## config.mk

```make
export PLATFORM = sky130hd
export DESIGN_NAME = sar_adc_sequencer
export DESIGN_NICKNAME = d
export VERILOG_FILES = /design/src/sar_adc_pkg.sv /design/src/sar_adc_sequencer.sv /design/src/sar_step.sv
export VERILOG_INCLUDE_DIRS = /design/src
export SDC_FILE = /design/constraint.sdc
export NUM_CORES = 1
export LEC_CHECK = 0
export BUFFER_PORTS_ARGS = -buffer_cell sky130_fd_sc_hd__buf_2
export CORE_AREA = 2 2 90 92
export CTS_CLUSTER_SIZE = 24
export DETAILED_ROUTE_END_ITERATION = 8
export DIE_AREA = 0 0 92 94
export GPL_TIMING_DRIVEN = 0
export HOLD_SLACK_MARGIN = 0.1
export PLACE_DENSITY_LB_ADDON = 0.3
export SLEW_MARGIN = 20
export SYNTH_ARGS = -nofsm -noshare
export SYNTH_HDL_FRONTEND = slang
export SYNTH_HIERARCHICAL = 1
export SYNTH_SLANG_ARGS = --single-unit
```

## constraint.sdc

```tcl
create_clock -name clk -period 2.6 [get_ports clk]
set_input_delay 0.26 -clock clk [delete_from_list [all_inputs] [get_ports clk]]
set_output_delay 0.26 -clock clk [all_outputs]
set_load 0.03 [all_outputs]
```

## src/sar_adc_params.svh

```systemverilog
// Purpose: Constants for the successive-approximation sequencer
// Assumes: 200 MHz system clock
// Notes:   Types live in sar_adc_pkg
// How it works
// - Writing zero to done flag starts conversion
// - Result cleared to zero at start
// - Set bit under test, present trial code
// - Keep bit if trial below input, else clear
// - Ten steps, most to least significant bit
// - Decided bits kept, lower bits stay zero
// - Completes 61 clocks after start, stores result
// - Completion sets done, pulses and sets request
// - Trial code n selects n/1024 of reference
`ifndef SAR_ADC_PARAMS_SVH
`define SAR_ADC_PARAMS_SVH
`define ADC_BITS        10
`define ADC_CONV_CYCLES 61
`define ADC_STEP_CYCLES 6
`define ADC_ZERO        10'h000
`define ADC_CNT_ZERO    6'h00
`define ADC_CNT_ONE     6'h01
`endif

```

## src/sar_adc_pkg.sv

```systemverilog
// Purpose: Types for the successive-approximation sequencer
// Assumes: Nothing
// Notes:   Constants live in sar_adc_params.svh
package sar_adc_pkg;
  typedef enum logic [1:0] {
    st_idle,
    st_clear,
    st_step,
    st_hold
  } adc_state_t;
endpackage

```

## src/sar_adc_sequencer.sv

```systemverilog
// Purpose: Sequencing of a 10-bit successive-approximation converter
// Assumes: Analog stage turns trial_code n into n/1024 of reference and
//          answers trial_below within one step period
// Notes:   Comparator input passes two flip-flops before use; a start in
//          any state restarts; a completion beats a same-cycle request
//          clear
`timescale 1ns/1ps
`include "sar_adc_params.svh"
module sar_adc_sequencer #(
  parameter int WIDTH = `ADC_BITS
) (
  // Clock and reset
  input  wire logic                   clk,
  input  wire logic                   reset,
  // Software side
  input  wire logic                   done_write,
  input  wire logic                   done_wdata,
  input  wire logic                   irq_flag_clear,
  output logic                        done_flag,
  output logic                        irq_flag,
  output logic                        irq_pulse,
  output logic        [WIDTH-1:0]     result,
  // Analog stage
  input  wire logic                   trial_below,
  output logic        [WIDTH-1:0]     trial_code,
  output sar_adc_pkg::adc_state_t     state_out
);
  import sar_adc_pkg::*;

  // Refuse widths the step timing and constants were not built for
  if (WIDTH != `ADC_BITS) begin : g_width_check
    $error("sar_adc_sequencer serves only the documented width");
  end

  // ----------------------------------------------------------------
  // Comparator synchroniser
  // ----------------------------------------------------------------
  // trial_below is asynchronous to clk; only sync2_q feeds the logic
  logic sync1_q;
  logic sync2_q;
  always_ff @(posedge clk) begin
    if (reset) begin
      sync1_q <= 1'b0;
      sync2_q <= 1'b0;
    end else begin
      sync1_q <= trial_below;
      sync2_q <= sync1_q;
    end
  end

  // ----------------------------------------------------------------
  // Sequencer
  // ----------------------------------------------------------------
  adc_state_t       state_q, state_d;
  logic [5:0]       cnt_q, cnt_d;
  logic [5:0]       sub_q, sub_d;
  logic [WIDTH-1:0] mask_q, mask_d;
  logic [WIDTH-1:0] code_q, code_d;
  logic [WIDTH-1:0] trial_q, trial_d;
  logic [WIDTH-1:0] result_q, result_d;
  logic             done_q, done_d;
  logic             irqf_q, irqf_d;
  logic             irqp_q, irqp_d;
  logic [WIDTH-1:0] step_trial;
  logic [WIDTH-1:0] step_code;
  logic             start;
  logic             finish;
  logic [WIDTH-1:0] final_code;

  // Completion falls due when the count since start reaches the total
  function automatic logic conv_due(input logic [5:0] count);
    return count == 6'(`ADC_CONV_CYCLES);
  endfunction

  assign start = done_write && !done_wdata;

  sar_step #(
    .WIDTH (WIDTH)
  ) u_step (
    .code_in     (code_q),
    .bit_mask    (mask_q),
    .trial_below (sync2_q),
    .trial_code  (step_trial),
    .code_out    (step_code)
  );

  // Start edge clears, the next edge shows the top trial, and each bit
  // then holds its trial for ADC_STEP_CYCLES so the two-flop comparator
  // path settles; the tenth decision lands on the completion count
  always_comb begin
    state_d  = state_q;
    cnt_d    = cnt_q;
    sub_d    = sub_q;
    mask_d   = mask_q;
    code_d   = code_q;
    trial_d  = trial_q;
    finish     = 1'b0;
    final_code = code_q;
    if (start) begin
      state_d  = st_clear;
      cnt_d    = `ADC_CNT_ONE;
      sub_d    = `ADC_CNT_ZERO;
      // A start in any state begins again from the top bit
      code_d   = `ADC_ZERO;
      trial_d  = `ADC_ZERO;
      mask_d   = {1'b1, {(WIDTH-1){1'b0}}};
    end else begin
      if (state_q != st_idle) begin
        cnt_d = cnt_q + `ADC_CNT_ONE;
      end
      case (state_q)
        st_idle: begin
        end
        st_clear: begin
          state_d = st_step;
          trial_d = step_trial;
        end
        st_step: begin
          sub_d = sub_q + `ADC_CNT_ONE;
          if (sub_q == 6'(`ADC_STEP_CYCLES - 1)) begin
            sub_d  = `ADC_CNT_ZERO;
            code_d = step_code;
            if (mask_q[0]) begin
              // Last decision: finish now if the count is already due
              trial_d = step_code;
              if (conv_due(cnt_q)) begin
                state_d    = st_idle;
                finish     = 1'b1;
                final_code = step_code;
              end else begin
                state_d = st_hold;
              end
            end else begin
              mask_d  = mask_q >> 1;
              trial_d = step_code | (mask_q >> 1);
            end
          end
        end
        st_hold: begin
          // Waits out the rest of the fixed conversion time
          if (conv_due(cnt_q)) begin
            state_d    = st_idle;
            finish     = 1'b1;
            final_code = code_q;
          end
        end
        default: begin
          state_d = st_idle;
        end
      endcase
    end
  end

  always_ff @(posedge clk) begin
    if (reset) begin
      state_q  <= st_idle;
      cnt_q    <= `ADC_CNT_ZERO;
      sub_q    <= `ADC_CNT_ZERO;
      mask_q   <= `ADC_ZERO;
      code_q   <= `ADC_ZERO;
      trial_q  <= `ADC_ZERO;
    end else begin
      state_q  <= state_d;
      cnt_q    <= cnt_d;
      sub_q    <= sub_d;
      mask_q   <= mask_d;
      code_q   <= code_d;
      trial_q  <= trial_d;
    end
  end

  // ----------------------------------------------------------------
  // Completion flags and result register
  // ----------------------------------------------------------------
  always_comb begin
    result_d = result_q;
    done_d   = done_q;
    irqf_d   = irqf_q;
    irqp_d   = 1'b0;
    // A clear loses to a completion in the same cycle
    if (irq_flag_clear) begin
      irqf_d = 1'b0;
    end
    // Result register only moves at start and at completion
    if (start) begin
      result_d = `ADC_ZERO;
      done_d   = 1'b0;
    end else if (finish) begin
      result_d = final_code;
      done_d   = 1'b1;
      irqf_d   = 1'b1;
      irqp_d   = 1'b1;
    end
  end

  always_ff @(posedge clk) begin
    if (reset) begin
      result_q <= `ADC_ZERO;
      done_q   <= 1'b0;
      irqf_q   <= 1'b0;
      irqp_q   <= 1'b0;
    end else begin
      result_q <= result_d;
      done_q   <= done_d;
      irqf_q   <= irqf_d;
      irqp_q   <= irqp_d;
    end
  end

  // ----------------------------------------------------------------
  // Outputs
  // ----------------------------------------------------------------
  // Every output is a flop; nothing combinational reaches a port
  assign done_flag  = done_q;
  assign irq_flag   = irqf_q;
  assign irq_pulse  = irqp_q;
  assign result     = result_q;
  assign trial_code = trial_q;
  assign state_out  = state_q;
endmodule

```

## src/sar_step.sv

```systemverilog
// Purpose: One successive-approximation decision on a code word
// Assumes: Bit mask has exactly one bit set
// Notes:   Purely combinational
`timescale 1ns/1ps
`include "sar_adc_params.svh"
module sar_step #(
  parameter int WIDTH = `ADC_BITS
) (
  // Code in and bit under test
  input  wire logic [WIDTH-1:0] code_in,
  input  wire logic [WIDTH-1:0] bit_mask,
  // Comparator answer: trial below input
  input  wire logic             trial_below,
  // Codes out
  output logic      [WIDTH-1:0] trial_code,
  output logic      [WIDTH-1:0] code_out
);
  always_comb begin
    trial_code = code_in | bit_mask;
    if (trial_below) begin
      code_out = trial_code;
    end else begin
      code_out = code_in & ~bit_mask;
    end
  end
endmodule

```

Yosys cells after proc, flatten, opt, wreduce, memory -nomap -nowiden:

Cells that the tools add are included.

* logic and storage cells: 81
* memories: 0
* bits in registers: 59
* latch bits: 0
* input port bits: 6
* output and inout port bits: 25
* bits in writable memories: 0
* bits in read-only memories: 0

* multiply operators: 0
* shifts and indexed selects: 0
* add/subtract/negate cells: 2
* eq/ne operators: 12
* magnitude comparators: 0
* muxes and demuxes: 30
* reductions and logical operators: 16
* divide/modulo/power cells: 0
* bitwise logic cells: 5

Operator list (count)
* $mux W10: 11
* $pmux W10 S2: 1
* $add A6 B1 Y6 const B: 2
* $mux W1: 11
* $and A10 B10 Y10: 1
* $not A10 Y10: 1
* $or A10 B10 Y10: 1
* $or A10 B9 Y10: 1
* $reduce_bool A2 Y1: 5
* $ne A3 B3 Y1 const B: 3
* $mux W2: 4
* $reduce_and A4 Y1: 2
* $eq A6 B3 Y1 const B: 1
* $eq A6 B6 Y1 const B: 1
* $mux W6: 1
* $ne A2 B2 Y1 const B: 3
* $pmux W2 S3: 1
* $reduce_and A3 Y1: 2
* $eq A2 B2 Y1 const B: 2
* $reduce_and A2 Y1: 2
* $reduce_bool A4 Y1: 1
* $reduce_bool A3 Y1: 1
* $eq A2 B1 Y1 const B: 1
* $ne A2 B1 Y1 const B: 1
* other kinds (5): 5

Logic depth before layout (Yosys ltp):

* depth in word-level cells: 8
* gate-level depth with buffers: 8
* depth with buffers taken out: 7

Cells and area by module:

The synthesis kept the hierarchy.

Modules (own cells, without submodules)
* sar_adc_sequencer: instances 1, area each 2429.8 µm², cells an instance 280, seq. area each 1181.1 µm²
* sar_step: instances 1, area each 175.2 µm², cells an instance 20, seq. area each 0.0 µm²

Least setup slack after synthesis:

No wires, ideal clock.

* kind: register to register
* start: reg state_q[1], in the netlist state_out[1]
* end: reg sub_q[5]
* clock period less this slack: 1696 ps
* slack: 904 ps
* arrival: 1610 ps
* library setup time: 86 ps
* required time: 2514 ps
* buffers on the path: 0
* cell stages (with the launch flop): 6
* cell sequence: dfxtp_1 inv_1 nor2_1 nand4_1 or3_1 a211oi_1

* cells in the longest elaborated chain, start to end: 1

RTL lines
* from (decl): RTL line sar_adc_sequencer.sv:54 `adc_state_t state_q, state_d;`
* from (signal assigned): RTL line sar_adc_sequencer.sv:156 `state_q <= st_idle;`
* from (signal assigned): RTL line sar_adc_sequencer.sv:163 `state_q <= state_d;`
* $eq A2 B2 Y1: RTL line sar_adc_sequencer.sv:111 `case (state_q)`
* to (signal assigned): RTL line sar_adc_sequencer.sv:158 `` sub_q <= `ADC_CNT_ZERO; ``
* to (signal assigned): RTL line sar_adc_sequencer.sv:165 `sub_q <= sub_d;`
* to (decl): RTL line sar_adc_sequencer.sv:56 `logic [5:0] sub_q, sub_d;`

No other way between the ends.
A chain may end at the register's enable or synchronous reset.

Worst setup path in the final report:

* start: reg sub_q[0]
* end: reg result_q[8], in the netlist result[8]

* cells in the longest elaborated chain, start to end: 4

RTL lines
* $eq A6 B3 Y1 *: RTL line sar_adc_sequencer.sv:120 `` if (sub_q == 6'(`ADC_STEP_CYCLES - 1)) begin ``
* $mux W1: RTL line sar_adc_sequencer.sv:120
* $pmux W1 S2: RTL line sar_adc_sequencer.sv:111
* $mux W1: RTL line sar_adc_sequencer.sv:99 `if (start) begin`
* to (signal assigned): RTL line sar_adc_sequencer.sv:198 `` result_q <= `ADC_ZERO; ``
* to (signal assigned): RTL line sar_adc_sequencer.sv:203 `result_q <= result_d;`
* to (decl): RTL line sar_adc_sequencer.sv:60 `logic [WIDTH-1:0] result_q, result_d;`

Every way passes the cells marked *; elsewhere a longest branch is shown, timed or not.

==> impl_metrics.tcl <==
set metrics [dict create \
    syn_to_final_growth_pct 20.2 \
    multi_input_area_um2 1320 \
    post-route-period-util_pct 79.6 \
    period_minus_slack_ps 2070 \
    vias_per_cell 4.87 \
    ys_seq_area_share_pct 45.3 \
    seqCellArea_um2 1180 \
    avgSynthCellArea_um2 8.68 \
    syn_inst 300 \
    slowest_delay_ps 410 \
    synth_edf_count 0 \
    whs_path_depth 2 \
    finalSetupViolations 0 \
    htreeDepth 3 \
    routed_wl_um 6090 \
    io_buffers 30 \
    required_ps 2870 \
    powerDensity_nw_per_um2 650 \
    cts_num_sinks 59 \
    max-vdd-ir-drop_mv 0.322 \
    fmax_mhz 483 \
    clk_latency_ps 350 \
    overflow 0 \
    rsz0062_at_grt "false" \
    synth_area_leaders "dfxtp_1, mux2i_1, nand2_1, a21oi_1, nor2_1" \
    arrival_ps 2340 \
    layout_common_cells "dfxtp_1, nand2_1, buf_2, nor2_1, a21oi_1" \
    crit_path_start_kind "flip-flop" \
    slew_viol_final 0 \
    drive_gt1_share_pct 21.4 \
    first_pass_iters 6 \
    ys_warn_count 6 \
    wl_per_cell_um 13.6 \
    diodes 0 \
    leakagePower_uw 0.00120 \
    via_count 2180 \
    synth_nets 310 \
    yosysTopAreaCell "dfxtp_1" \
    die_x_um 92 \
    hpwl_um 4340 \
    grt_pass1_wl_um 10400 \
    status "complete, no violations" \
    cts_resized 0 \
    start_util_pct 34.2 \
    dieArea_um2 8650 \
    grt_max_degree 13 \
    layout_commonest_cell "dfxtp_1" \
    setup_ws_ps 530 \
    path_class "reg2reg" \
    final_nets 351 \
    holdBufCountCts 0 \
    netlist.area_leader.share_pct 45.3 \
    endpoint_kind "flip-flop" \
    postCtsSetupRepairBufs 0 \
    cp_slowest_cell "dfxtp_1" \
    drt_iter0_markers 139 \
    pin_count 31 \
    cpLargestDelayFamily "compound AO/OA/AOI/OAI gates" \
    synth_area_um2 2600 \
    grt_usage_pct 15.3 \
    remaining_drc_errors 0 \
    fillers 805 \
    critPathMaxFanout 10 \
    synth_ff_type "dfxtp_1" \
    yosysUniqueCellTypes 37 \
    power_uw 2040 \
    cts_buffers 9 \
    ant_nets 0 \
    synth-seq-cells 59 \
    tns_ps 0 \
    ff2ff_path_depth 7 \
    die_h_um 94 \
    max_slew_margin_pct 54.1 \
    globalplace.congestion 0.816 \
    path_cells "ha_1 -> nand4bb_1 -> o31ai_1 -> and4_1 -> buf_6 -> o21ai_0 -> a31oi_1" \
    hold_path.class "in2reg" \
    fin_skew_ps 7.87 \
    drv_cap 0 \
    cts_tree "done" \
    worst_pin_slew_ps 688 \
    hold_viol_final 0 \
    clkTransAtPathRegs_ps 70 \
    grt_pass1_vias 2102 \
    antenna_found_initial 0 \
    critPathBufInv 1 \
    rows 32 \
    cp.depth 7 \
    coreArea_um2 7610 \
    cts_root_buffer "clkbuf_8" \
    ys_async_sr_fraction_pct 0 \
    dp_slack_ps 577 \
    cts.path.max_buffers 2 \
]
## flip-flops by register name, summed over array words and instances, names as in the netlist, 2 cells and up
name,cells
cnt_q,6
trial_code,10
code_q,10
sub_q,6
result,10
mask_q,10
state_out,2
## power breakdown
part | internal [uW] | switching, uW | leakage (uW) | total (uW)
Combinational | 23.1 | 51.4 | 0.000606 | 74.5
Clock | 642 | 395 | 0.000120 | 1040
Sequential | 912 | 10.8 | 0.000476 | 923
Total | 1580 | 458 | 0.00120 | 2040
## cell families (layout without fill, tap and decap cells)
| family | Yosys count | in the layout | synth area share (%) |
|---|---|---|---|
| compound gates | 66 | 66 | 14.8 |
| xor+xnor | 6 | 6 | 2.02 |
| fa+ha+maj | 4 | 4 | 1.92 |
| buf+inv | 22 | 68 | 3.84 |
| flops | 59 | 59 | 45.3 |
| mux | 28 | 28 | 11.2 |
| simple gates | 115 | 115 | 20.8 |
## worst paths after layout
kind | end | from | slack (ps)
worst max-delay path | result[8]$_SDFFE_PP0P_ | sub_q[0]$_SDFFE_PP0P_ | 530
worst max register to register | result[8]$_SDFFE_PP0P_ | sub_q[0]$_SDFFE_PP0P_ | 530
worst min-delay path | sync1_q$_SDFF_PP0_ | trial_below | 120
worst min register to register | sync2_q$_SDFF_PP0_ | sync1_q$_SDFF_PP0_ | 450
## synth_stat cells (all sizes together) (3+ instances only)
| library cell | count |
|---|---|
| or2 | 10 |
| nand4 | 4 |
| buf | 7 |
| nor2b | 3 |
| ha | 4 |
| o211ai | 9 |
| mux2i | 18 |
| mux2 | 10 |
| a31oi | 11 |
| inv | 5 |
| nand2b | 4 |
| nor3 | 4 |
| nor2 | 31 |
| xor2 | 5 |
| dfxtp | 59 |
| a21oi | 28 |
| o21ai | 12 |
| clkbuf | 9 |
| nand2 | 46 |
| and2 | 3 |
| or3 | 3 |
## routing by layer
layer,share of wire [%],track usage [%],wire [um],up-vias
met5,0,0,0,-
met1,51,20.0,3130,1008
met3,3.7,3.93,225,9
met4,2.1,7.09,126,0
met2,43,23.9,2610,34
li1,-,-,-,1129
## metrics by stage
stage | hold slack, ps | utilization, % | cell area [um2] | instances
finish | 124 | 41.2 | 3130 | 448
global route | 164 | 41.2 | 3130 | 448
detailed placement | 434 | 37.9 | 2880 | 432
floorplan | 329 | - | 2610 | 300
global placement | 425 | 37.9 | 2880 | 432
CTS | 114 | 41.2 | 3130 | 448
## cell type report
type,instances,area share [%]
inverter,6,0.719
multi-input combinational,219,42.3
clock buffer,9,3.96
clock inverter,7,3.96
timing repair buffer,30,4.80
sequential,59,37.7
buffer,16,2.48
tap,102,4.08
Power figures use the tool's default switching activity.
